==> config.mk <==
export PLATFORM = sky130hd
export DESIGN_NAME = rxgc_top
export DESIGN_NICKNAME = d
export VERILOG_FILES = /design/src/core/rxgc_pkg.sv /design/src/core/rxgc_gain_if.sv /design/src/core/rxgc_gain_sum.sv /design/src/core/rxgc_top.sv
export SDC_FILE = /design/constraint.sdc
export NUM_CORES = 1
export LEC_CHECK = 0
export BUFFER_PORTS_ARGS = -buffer_cell sky130_fd_sc_hd__clkbuf_2
export CORE_MARGIN = 8
export CORE_UTILIZATION = 32
export DETAILED_ROUTE_END_ITERATION = 6
export GPL_TIMING_DRIVEN = 0
export SLEW_MARGIN = 10
export SYNTH_ARGS = -nofsm -noshare
export SYNTH_HDL_FRONTEND = slang
export SYNTH_SLANG_ARGS = --single-unit
==> constraint.sdc <==
create_clock -name clk -period 3.75 [get_ports clk]
set_input_delay 0.75 -clock clk [delete_from_list [all_inputs] [get_ports clk]]
set_output_delay 0.75 -clock clk [all_outputs]
set_load 0.02 [all_outputs]
==> src/core/rxgc_pkg.sv <==
// Purpose: shared constants for the receive gain and signal strength control
// Assumes: one 250 MHz clock, all state frozen while the clock enable is low
// Notes:   configuration word layout and timing counts live here only
package rxgc_pkg;
    // clock rate and documented times
    localparam int CLK_MHZ         = 250;
    localparam int AGC_DELAY_US    = 20;
    localparam int SQ_WINDOW_US    = 50;
    // least times round up; these are exact multiples anyway
    localparam int AGC_DELAY_CYC   = AGC_DELAY_US * CLK_MHZ;
    localparam int SQ_WINDOW_CYC   = SQ_WINDOW_US * CLK_MHZ;
    localparam int TIMER_W         = 14;

    // receiver configuration word fields
    localparam int CFG_AGC_EN_BIT  = 7;
    localparam int CFG_AGC_M_BIT   = 6;
    localparam int CFG_FILT_HI     = 5;
    localparam int CFG_FILT_LO     = 3;
    localparam int CFG_CUT_HI      = 2;
    localparam int CFG_CUT_LO      = 0;
    localparam logic [7:0] CFG_RESET = 8'h00;

    // gain steps of 3 dB, seven at most
    localparam logic [2:0] STEP_MAX      = 3'h7;
    localparam logic [1:0] SQ_TRANS_MAX  = 2'h2;
    localparam logic [1:0] SQ_TRANS_SAT  = 2'h3;
    localparam logic [3:0] SUBPULSE_SPAN = 4'h8;
    localparam logic [3:0] RSSI_RESET    = 4'h0;

    // protocol mode and bit rate selection codes
    typedef enum logic [2:0] {
        RXGC_MODE_A106 = 3'h0,
        RXGC_MODE_A212 = 3'h1,
        RXGC_MODE_A424 = 3'h2,
        RXGC_MODE_A848 = 3'h3,
        RXGC_MODE_B106 = 3'h4,
        RXGC_MODE_B212 = 3'h5,
        RXGC_MODE_B424 = 3'h6,
        RXGC_MODE_B848 = 3'h7
    } rxgc_mode_e;

    // filter setting loaded for each mode
    function automatic logic [2:0] filter_for_mode(input logic [2:0] mode);
        case (mode)
            3'h0: filter_for_mode = 3'h0;
            3'h1: filter_for_mode = 3'h1;
            3'h2: filter_for_mode = 3'h2;
            3'h3: filter_for_mode = 3'h3;
            3'h4: filter_for_mode = 3'h4;
            3'h5: filter_for_mode = 3'h5;
            3'h6: filter_for_mode = 3'h6;
            default: filter_for_mode = 3'h7;
        endcase
    endfunction
endpackage

==> src/core/rxgc_gain_if.sv <==
// Purpose: carries the three gain cut contributions and their combination
// Assumes: all signals on the block clock
// Notes:   counts are in 3 dB steps
interface rxgc_gain_if;
    logic [2:0] auto_steps;
    logic [2:0] squelch_steps;
    logic [2:0] manual_steps;
    logic [2:0] total;
    modport src (output auto_steps, output squelch_steps, output manual_steps, input total);
    modport sum (input auto_steps, input squelch_steps, input manual_steps, output total);
endinterface

==> src/core/rxgc_gain_sum.sv <==
// Purpose: combines automatic, squelch and manual gain cut into one status
// Assumes: contributions change only on enabled clock edges
// Notes:   saturates instead of wrapping; result is registered
module rxgc_gain_sum (
    // clock and reset
    input  wire logic clk,
    input  wire logic nrst,
    input  wire logic ce,
    // gain contributions
    rxgc_gain_if.sum  gif
);
    logic [2:0] total;
    logic [2:0] next_total;

    // adds two step counts, clamping at the top step
    function automatic logic [2:0] sat_add(input logic [2:0] a, input logic [2:0] b);
        logic [3:0] s;
        s = {1'b0, a} + {1'b0, b};
        sat_add = (s > {1'b0, rxgc_pkg::STEP_MAX}) ? rxgc_pkg::STEP_MAX : s[2:0];
    endfunction

    // three-way sum, clamped twice so no partial sum can wrap
    always_comb begin
        next_total = sat_add(sat_add(gif.auto_steps, gif.squelch_steps), gif.manual_steps);
    end

    always_ff @(posedge clk or negedge nrst) begin
        if (!nrst) begin
            total <= 3'h0;
        end else if (ce) begin
            total <= next_total;
        end
    end

    assign gif.total = total;
endmodule // rxgc_gain_sum

==> src/core/rxgc_top.sv <==
// Purpose: receive chain control: power, receive window, gain cut, signal strength
// Assumes: commands are one-cycle pulses from host logic on clk; comparator and
//          strength inputs come from the analog chain and are synchronised here
// Notes:   long timers are parameters so simulation can shorten them

// What this block does
// - receiver powered only while the receiver enable bit is one
// - receive window goes high after each transmit completes
// - unmask command forces the receive window high
// - bypass bit routes external demodulated input around the peak follower
// - mode write loads matching filter into configuration; software may overwrite
// - automatic gain steps down while the wide comparator still toggles
// - automatic gain starts 20 us after receive window rises
// - span bit zero: whole window; one: first eight subcarrier pulses only
// - automatic gain cut moves in seven 3 dB steps, 21 dB at most
// - automatic gain held in reset while receive window is low
// - squelch cuts 3 dB per 50 us window with over two transitions
// - clear squelch command removes squelch gain cut
// - three-bit manual cut field reduces gain in 3 dB steps
// - total gain cut combines all sources, shown as three-bit status
// - strength measure starts on window rise, runs while high, holds while low
// - strength is a peak hold from zero, only increasing
// - each automatic gain step zeroes strength and restarts measurement
// - strength is a four-bit value, 2.15 dB per step
// - clear strength command zeroes the value and restarts measurement
module rxgc_top #(
    parameter int AGC_DELAY_CYCLES = rxgc_pkg::AGC_DELAY_CYC,
    parameter int SQ_WINDOW_CYCLES = rxgc_pkg::SQ_WINDOW_CYC
) (
    // clock, reset, enable
    input  wire logic       clk,
    input  wire logic       nrst,
    input  wire logic       ce,
    // operation control bits
    input  wire logic       rx_enable,
    input  wire logic       receiver_low_power,
    input  wire logic       peak_bypass_en,
    // configuration writes
    input  wire logic       mode_wr,
    input  wire logic [2:0] mode_wdata,
    input  wire logic       cfg_wr,
    input  wire logic [7:0] cfg_wdata,
    // events and direct commands, one-cycle pulses
    input  wire logic       tx_done,
    input  wire logic       rx_end,
    input  wire logic       cmd_unmask_rx,
    input  wire logic       cmd_squelch,
    input  wire logic       cmd_clear_squelch,
    input  wire logic       cmd_clear_rssi,
    // analog chain, asynchronous
    input  wire logic       wide_cmp,
    input  wire logic       dig_cmp,
    input  wire logic [3:0] rssi_sample,
    // outputs to analog chain
    output logic            rx_power,
    output logic            rx_low_power,
    output logic            peak_bypass,
    output logic            rx_window,
    // status
    output logic [7:0]      rxcfg,
    output logic [2:0]      gain_cut_status,
    output logic [3:0]      rssi,
    output logic            squelch_busy
);
    localparam int TW = rxgc_pkg::TIMER_W;
    localparam logic [TW-1:0] AGC_LOAD = TW'(AGC_DELAY_CYCLES);
    localparam logic [TW-1:0] SQ_LOAD  = TW'(SQ_WINDOW_CYCLES - 1);

    // synchronisers: stage one is read only by stage two
    logic       wide_s1, wide_s2, wide_s3;
    logic       dig_s1, dig_s2, dig_s3;
    logic [3:0] rssi_s1, rssi_s2, rssi_s3;

    // state
    logic          rx_window_q;
    logic [TW-1:0] agc_dly;
    logic          agc_live;
    logic [3:0]    subpulses;
    logic [2:0]    auto_steps;
    logic [TW-1:0] sq_timer;
    logic [1:0]    sq_trans;
    logic [2:0]    sq_steps;

    // next values
    logic          next_rx_power, next_rx_low_power, next_peak_bypass, next_rx_window;
    logic [7:0]    next_rxcfg;
    logic [TW-1:0] next_agc_dly;
    logic          next_agc_live;
    logic [3:0]    next_subpulses;
    logic [2:0]    next_auto_steps;
    logic [TW-1:0] next_sq_timer;
    logic [1:0]    next_sq_trans;
    logic [2:0]    next_sq_steps;
    logic          next_squelch_busy;
    logic [3:0]    next_rssi;

    // decoded conditions
    logic wide_edge, dig_edge, dig_rise, window_rise, agc_span_ok, agc_step;

    rxgc_gain_if gif ();

    assign wide_edge   = wide_s2 ^ wide_s3;
    assign dig_edge    = dig_s2 ^ dig_s3;
    assign dig_rise    = dig_s2 & ~dig_s3;
    assign window_rise = rx_window & ~rx_window_q;
    // span bit one limits gain action to the first subcarrier pulses
    assign agc_span_ok = ~rxcfg[rxgc_pkg::CFG_AGC_M_BIT]
                         | (subpulses < rxgc_pkg::SUBPULSE_SPAN);
    assign agc_step    = rx_window & agc_live & rxcfg[rxgc_pkg::CFG_AGC_EN_BIT] & agc_span_ok
                         & wide_edge & (auto_steps != rxgc_pkg::STEP_MAX);

    // control bits pass straight to the analog chain, registered
    always_comb begin
        next_rx_power     = rx_enable;
        next_rx_low_power = receiver_low_power;
        next_peak_bypass  = peak_bypass_en;
        // a software write of the whole word wins over the mode load
        if (cfg_wr) begin
            next_rxcfg = cfg_wdata;
        end else if (mode_wr) begin
            next_rxcfg = rxcfg;
            next_rxcfg[rxgc_pkg::CFG_FILT_HI:rxgc_pkg::CFG_FILT_LO] =
                rxgc_pkg::filter_for_mode(mode_wdata);
        end else begin
            next_rxcfg = rxcfg;
        end
    end

    // receive window: dropped when receiver is off or reception ends
    always_comb begin
        if (!rx_enable) begin
            next_rx_window = 1'b0;
        end else if (cmd_unmask_rx || tx_done) begin
            next_rx_window = 1'b1;
        end else if (rx_end) begin
            next_rx_window = 1'b0;
        end else begin
            next_rx_window = rx_window;
        end
    end

    // automatic gain: delayed start after window rise, reset while window low
    always_comb begin
        next_agc_dly    = agc_dly;
        next_agc_live   = agc_live;
        next_subpulses  = subpulses;
        next_auto_steps = auto_steps;
        if (!rx_window) begin
            next_agc_dly    = '0;
            next_agc_live   = 1'b0;
            next_subpulses  = 4'h0;
            next_auto_steps = 3'h0;
        end else if (window_rise) begin
            next_agc_dly  = AGC_LOAD;
            next_agc_live = 1'b0;
        end else if (agc_dly != '0) begin
            next_agc_dly  = agc_dly - 1'b1;
            next_agc_live = (agc_dly == TW'(1));
        end else begin
            if (agc_live && dig_rise && subpulses != rxgc_pkg::SUBPULSE_SPAN) begin
                next_subpulses = subpulses + 4'h1;
            end
            if (agc_step) begin
                next_auto_steps = auto_steps + 3'h1;
            end
        end
    end

    // squelch: count digitizer transitions per window, cut 3 dB while noisy
    always_comb begin
        logic [1:0] trans;
        trans             = sq_trans;
        next_sq_timer     = sq_timer;
        next_sq_trans     = sq_trans;
        next_sq_steps     = sq_steps;
        next_squelch_busy = squelch_busy;
        if (dig_edge && sq_trans != rxgc_pkg::SQ_TRANS_SAT) begin
            trans = sq_trans + 2'h1;
        end
        if (cmd_clear_squelch) begin
            next_sq_steps     = 3'h0;
            next_squelch_busy = 1'b0;
            next_sq_trans     = 2'h0;
            next_sq_timer     = '0;
        end else if (cmd_squelch) begin
            next_squelch_busy = 1'b1;
            next_sq_timer     = SQ_LOAD;
            next_sq_trans     = 2'h0;
        end else if (squelch_busy) begin
            next_sq_trans = trans;
            if (sq_timer != '0) begin
                next_sq_timer = sq_timer - 1'b1;
            end else if (trans > rxgc_pkg::SQ_TRANS_MAX && sq_steps != rxgc_pkg::STEP_MAX) begin
                next_sq_steps = sq_steps + 3'h1;
                next_sq_timer = SQ_LOAD;
                next_sq_trans = 2'h0;
            end else begin
                next_squelch_busy = 1'b0;
            end
        end
    end

    // signal strength peak hold; the clear command acts even while the receive window is low
    always_comb begin
        next_rssi = rssi;
        if (cmd_clear_rssi || (rx_window && (window_rise || agc_step))) begin
            next_rssi = rxgc_pkg::RSSI_RESET;
        // a multi-bit level may be torn mid-change; only two equal samples may raise the peak
        end else if (rx_window && rssi_s2 == rssi_s3 && rssi_s2 > rssi) begin
            next_rssi = rssi_s2;
        end
    end

    // single register stage for all state; ce freezes everything
    always_ff @(posedge clk or negedge nrst) begin
        if (!nrst) begin
            wide_s1 <= 1'b0; wide_s2 <= 1'b0; wide_s3 <= 1'b0;
            dig_s1  <= 1'b0; dig_s2  <= 1'b0; dig_s3  <= 1'b0;
            rssi_s1 <= 4'h0; rssi_s2 <= 4'h0; rssi_s3 <= 4'h0;
            rx_power     <= 1'b0;
            rx_low_power <= 1'b0;
            peak_bypass  <= 1'b0;
            rx_window    <= 1'b0;
            rx_window_q  <= 1'b0;
            rxcfg        <= rxgc_pkg::CFG_RESET;
            agc_dly      <= '0;
            agc_live     <= 1'b0;
            subpulses    <= 4'h0;
            auto_steps   <= 3'h0;
            sq_timer     <= '0;
            sq_trans     <= 2'h0;
            sq_steps     <= 3'h0;
            squelch_busy <= 1'b0;
            rssi         <= rxgc_pkg::RSSI_RESET;
        end else if (ce) begin
            wide_s1 <= wide_cmp; wide_s2 <= wide_s1; wide_s3 <= wide_s2;
            dig_s1  <= dig_cmp;  dig_s2  <= dig_s1;  dig_s3  <= dig_s2;
            rssi_s1 <= rssi_sample; rssi_s2 <= rssi_s1; rssi_s3 <= rssi_s2;
            rx_power     <= next_rx_power;
            rx_low_power <= next_rx_low_power;
            peak_bypass  <= next_peak_bypass;
            rx_window    <= next_rx_window;
            rx_window_q  <= rx_window;
            rxcfg        <= next_rxcfg;
            agc_dly      <= next_agc_dly;
            agc_live     <= next_agc_live;
            subpulses    <= next_subpulses;
            auto_steps   <= next_auto_steps;
            sq_timer     <= next_sq_timer;
            sq_trans     <= next_sq_trans;
            sq_steps     <= next_sq_steps;
            squelch_busy <= next_squelch_busy;
            rssi         <= next_rssi;
        end
    end

    // gain contributions combined in the saturating adder
    assign gif.auto_steps    = auto_steps;
    assign gif.squelch_steps = sq_steps;
    assign gif.manual_steps  = rxcfg[rxgc_pkg::CFG_CUT_HI:rxgc_pkg::CFG_CUT_LO];
    assign gain_cut_status   = gif.total;

    rxgc_gain_sum u_gain_sum (
        .clk  (clk),
        .nrst (nrst),
        .ce   (ce),
        .gif  (gif)
    );
endmodule // rxgc_top

# == Yosys cells after proc, flatten, opt, wreduce, memory -nomap -nowiden ==
# Cells that the tools add are included.
# classes
order_cmp,5
n_reduce_logical,29
n_mux,45
eq_ne,20
addsub,8
bitwise_logic,13
# ops
operator,n
two-way mux 14 bit,8
two-way mux 3 bit,11
nonzero test 14 bit,2
subtractor 14 x 1 -> 14 bit (second input constant),2
two-way mux 4 bit,6
case mux 3 bit (7 select lines),1
equality test 14 x 1 -> 1 bit (second input constant),1
two-way mux 2 bit,6
AND reduction 2 bit,6
two-way mux 1 bit,11
equality test 3 bit (second input constant),3
adder 3 x 3 -> 4 bit,2
> comparator 4 x 3 -> 1 bit (second input constant),2
two-way mux 8 bit,1
!= test 2 bit (second input constant),4
AND reduction 4 bit,2
nonzero test 2 bit,4
bitwise AND 1 bit,7
logical AND 1 bit,7
adder 3 x 1 -> 3 bit (second input constant),2
equality test 3 x 2 -> 1 bit (second input constant),2
two-way mux 6 bit,1
!= test 2 x 1 -> 1 bit (second input constant),3
!= test 3 x 1 -> 1 bit (second input constant),2
other kinds (18),24
# totals
elab_cells,146
reg_bits,80
input_bits,31
output_inout_bits,20

# == Logic depth before layout (Yosys ltp) ==
# logic_depth
depth_word,10
ltp_mapped,9
depth_no_buf,8

# == Hierarchy ==
# Synthesis repeated with hierarchy kept, for this count alone.
# unflattened
cells_unflattened,439
hier_area_um2,4455.5
# modules_own_cells
mod,cells_per_inst,seq_area_each_um2,instances,area_per_inst_um2
rxgc_top,406,1926.8,1,4145.2
rxgc_gain_sum,33,75.1,1,310.3

# == Least setup slack after synthesis ==
# Ideal clock, no wire load.
# synth_timing
path_type,register to register
startpoint,register sq_timer[0]
endpoint,"register sq_steps[1], in the netlist gif.squelch_steps[1]"
n_path_buf,2
period_less_slack_ns,2.577
setup_time_ns,0.123
path_slack_ns,1.173
arrival_ns,2.454
path_stages_with_launch,10
required_ns,3.627
path_cell_list,dfrtp_1 inv_1 ha_1 or4b_1 buf_2 or4_4 or4_1 buf_2 mux2i_1 o2bb2ai_1
# synth_between
elab_chain_cells,3
# synth_rtl
element,line,text
start: declaration,rxgc_top.sv:80,logic [TW-1:0] sq_timer;
start signal: assignment,rxgc_top.sv:249,sq_timer <= next_sq_timer;
nonzero test 14 bit,rxgc_top.sv:191,if (sq_timer != '0) begin
!= test 2 bit (no source line),n/a,
AND reduction 5 bit (no source line),n/a,
end signal: assignment,rxgc_top.sv:251,sq_steps <= next_sq_steps;
end: declaration,rxgc_top.sv:82,logic [2:0] sq_steps;
# Every way passes these cells.
# A chain may end at the register's enable or synchronous reset.

# == Final worst setup path ==
# layout_timing
startpoint,register sq_timer[0]
endpoint,register sq_timer[11]
# layout_between
elab_chain_cells,5
word_cells_on_any_way,8
cone_classes,add/sub: 1; mux: 4; reduce/logical: 3
# layout_rtl
element,line,text
subtractor 14 x 1 -> 14 bit / nonzero test 14 bit (equally long branches),"rxgc_top.sv:192, rxgc_top.sv:191",
two-way mux 14 bit,rxgc_top.sv:191,
two-way mux 14 bit,rxgc_top.sv:189,end else if (squelch_busy) begin
two-way mux 14 bit,rxgc_top.sv:185,end else if (cmd_squelch) begin
two-way mux 14 bit,rxgc_top.sv:180,if (cmd_clear_squelch) begin
# Parallel ways exist; a longest one is shown, timed or not. The select of a mux whose other input is x is not followed.

==> run_results.csv <==
group,metric,value,unit
drt,drtPass1Iterations,5,
power,p_seq_share,39.4,%
clock_network,clockBufferDepth,2,
critical_path,rrSetupSlack,0.86,ns
finish,drive_gt1_share,19.9,%
clock_network,clock_latency,0.34,ns
critical_path,r2r_start,"sq_timer[0]",
clock_network,cts_tree,"yes",
timing,setup-tns-final,0,ns
drt,drc_errors,0,
power,combPwrFrac,24.8,%
critical_path,crit_type,"reg -> reg",
critical_path,worstPathArrival,3.15,ns
clock_network,cts_max_level,3,
timing,period_share,77.1,%
clock_network,cts_buffers,9,
yosys,ys_warn_count,0,
power,sw_frac_of_total,31.5,%
global_routing,grt_pass1_vias,3678,
drt,wl_per_cell,16.2,um
clock_network,path_clk_slew,0.06,ns
die,initial_core_util,32.2,%
timing,slew_headroom,50.9,%
drt,viasPerCell,5.30,
yosys,ys.flop_type,"dfrtp_1",
drt,wl,11.1,mm
die,core_area,13700,sq um
critical_path,rr_endpoint,"sq_timer[11]",
global_routing,grt_antenna_before_repair,0,
finish,area_growth,19.3,%
critical_path,r2r.worst_path.cells,9,
power,p_per_area,545,nW/um^2
placed_design,port-buffer-count,49,
timing,max_slew.worst_pin.slew,0.730,ns
drt,vias,3615,
timing,rsz0062_at_grt,"no",
global_routing,gr-total-overflow,0,
min_path,hp-class,"in -> async",
die,ios,51,
yosys,synthCells,436,
power,p_sw,900,uW
timing,max_freq,346,MHz
yosys,syn_area_per_cell,10.1,sq um
timing,post-route-min-period,2.89,ns
drt,ant_nets,0,
run,maxCapViolCount,0,
drt,dr.first_iter.drc_count,251,
die,dieWidth,133,um
finish,fin_cells,682,
clock_network,cts_resized,0,
global_routing,grt_pass1_wl,18.5,mm
power,p_int,1.96,mW
clock_network,cts-root-buf,"clkbuf_16",
critical_path,max_stage_delay,0.64,ns
timing,drv_slew,0,
die,die_area,17700,sq um
global_routing,grt_max_degree,51,
critical_path,cp_top_family,"compound AO/OA/AOI/OAI gates",
critical_path,path_max_fanout,10,
yosys,synth_edf_count,0,
timing,finalHoldViolations,0,
clock_network,cts_setup_buffers,0,
power,power_frac_clock,35.8,%
yosys,synth_nets,490,
global_routing,grt_use_total,12.8,%
critical_path,critPathRequiredTime,4.01,ns
critical_path,critPathLaunchType,"flop",
yosys,synth_seq_cells,80,
critical_path,endpoint_kind,"flop",
power,ir_drop,0.295,mV
placed_design,gp_congestion,0.806,
finish,final_nets,551,
yosys,netlist_area,4400,sq um
timing,fin_worst_skew,0.00579,ns
critical_path,crit_chain,"inv_1 > ha_1 > or4b_1 > buf_2 > o41ai_1 > and3_1 > buf_2 > o21ai_0 > a21oi_1",
power,leakage,2.39,nW
timing,holdWs,0.375,ns
placed_design,dp_cells,666,
outcome,status,"finished clean",
yosys,yosysUniqueCellTypes,59,
yosys,yosysSeqAreaShare,45.5,%
clock_network,numClockSinks,80,
critical_path,crit_buf_inv,3,
die,rows,43,
critical_path,worst_path_max_delay_cell,"o41ai_1",
placed_design,post-dp-hpwl,7.96,mm
critical_path,path_common_cell,"buf_2",
yosys,async_reset_ff_share,100,%
timing,setup_viol,0,
finish,diodes,0,
die,die_h,133,um
clock_network,cts_hold_buf,0,
==> area by class of cell <==
type | instances | area [sq um]
clock inverters | 5 | 104
flip-flops and latches | 80 | 2000
multi-input cells | 312 | 2220
plain buffers | 19 | 76.3
well taps | 180 | 225
inverters | 25 | 93.8
repair buffers | 50 | 275
clock buffers | 11 | 243
fillers | 1398 | 8420
==> power groups by stage <==
stage	Clock [mW]	Sequential [mW]	Combinational [mW]
floorplan	0	1.14	0.483
global route	1.09	1.15	0.794
detailed placement	0	1.14	0.704
CTS	1.05	1.13	0.711
finish	1.02	1.13	0.708
global placement	0	1.13	0.684
==> per-layer routing <==
layer	track usage, %	wire length [um]	vias up
met5	0	0	-
met2	20.7	5420	73
met4	3.68	86	0
met1	16.2	5130	1791
li1	-	-	1744
met3	3.61	447	7
==> worst reg2reg max path: stages, from the launching register on <==
cell and delay [ns]:
dfrtp_1 0.42, inv_1 0.07, ha_1 0.17, or4b_1 0.44
buf_2 0.18, o41ai_1 0.64, and3_1 0.36, buf_2 0.26
o21ai_0 0.12, a21oi_1 0.14
==> cell families after synthesis <==
logic type | after synthesis | share of synthesized area (%)
adder cells (fa/ha/maj) | 23 | 6.89
buffers and inverters | 44 | 3.87
flip-flops | 80 | 45.5
XOR/XNOR | 9 | 1.79
AO/OA/AOI/OAI | 124 | 19.7
multiplexers | 31 | 7.74
AND/OR/NAND/NOR | 125 | 14.5
==> cells in the mapped netlist, drive strengths merged (5+ instances only) <==
cell type	n	share of area (%)
nand2	28	2.4
ha	21	6.0
clkbuf	14	1.2
nor3	8	0.91
nand2b	5	0.71
or3	11	1.6
buf	5	0.51
a21oi	16	1.8
xor2	5	1.0
or4	6	1.1
a211oi	6	1.0
a21o	5	0.85
o21ai	32	3.6
inv	25	2.1
o22ai	7	1.0
a22o	8	1.6
dfrtp	80	46
nor2	26	2.2
mux2i	7	1.6
mux2	24	6.1
and2	5	0.71
nand3	16	1.8
==> per-stage QoR <==
stage	power, mW	utilization [%]	setup slack, ns	instance area (sq um)
after global placement	1.82	35.6	0.954	4870
after CTS	2.88	38.4	0.866	5240
after detailed placement	1.84	35.8	0.906	4900
after global routing	3.03	38.4	0.557	5240
after floorplan	1.62	-	1.17	4400
final	2.86	38.4	0.859	5240
==> cells in the final DEF, fill, tap and decap left out, drive strengths merged, types with 3 or more instances in the layout <==
cell / n
o31ai: 3
ha: 21
a22o: 8
nand3: 16
or4: 6
nand2b: 5
mux2i: 7
dfrtp: 80
a31oi: 4
and3: 4
or3: 11
buf: 6
a21oi: 16
bufinv: 3
o22ai: 7
o2bb2ai: 4
o211ai: 4
nor2: 26
a211oi: 6
nand4: 4
clkbuf: 74
o41ai: 3
inv: 25
nor3: 8
o221ai: 4
a211o: 4
mux2: 24
xnor2: 4
xor2: 5
a21o: 5
o21ai: 32
nand2: 28
and2: 5
nor4: 3
a2111oi: 3
o22a: 3
nor2b: 3
==> how the worst max path moves through the flow <==
stage | start | endpoint | slack (ns) | depth (start not counted)
floorplan | sq_timer[0] | gif.squelch_steps[1] | 1.17 | 9
global placement | sq_timer[0] | sq_timer[9] | 0.95 | 9
detailed placement | sq_timer[0] | sq_timer[11] | 0.91 | 9
CTS | sq_timer[0] | sq_timer[11] | 0.87 | 9
global route | sq_timer[0] | sq_timer[9] | 0.56 | 9
finish | sq_timer[0] | sq_timer[11] | 0.86 | 9
==> flip-flops by register name (all words and copies together) (netlist names), 2 cells and up <==
signal / count
auto_steps: 3
rssi: 4
rssi_s1: 4
rssi_s3: 4
rssi_s2: 4
rxcfg: 8
agc_dly: 14
gif.squelch_steps: 3
u_gain_sum.gif.total: 3
sq_trans: 2
subpulses: 4
sq_timer: 14
No activity file was read; power rests on OpenSTA's default activity.
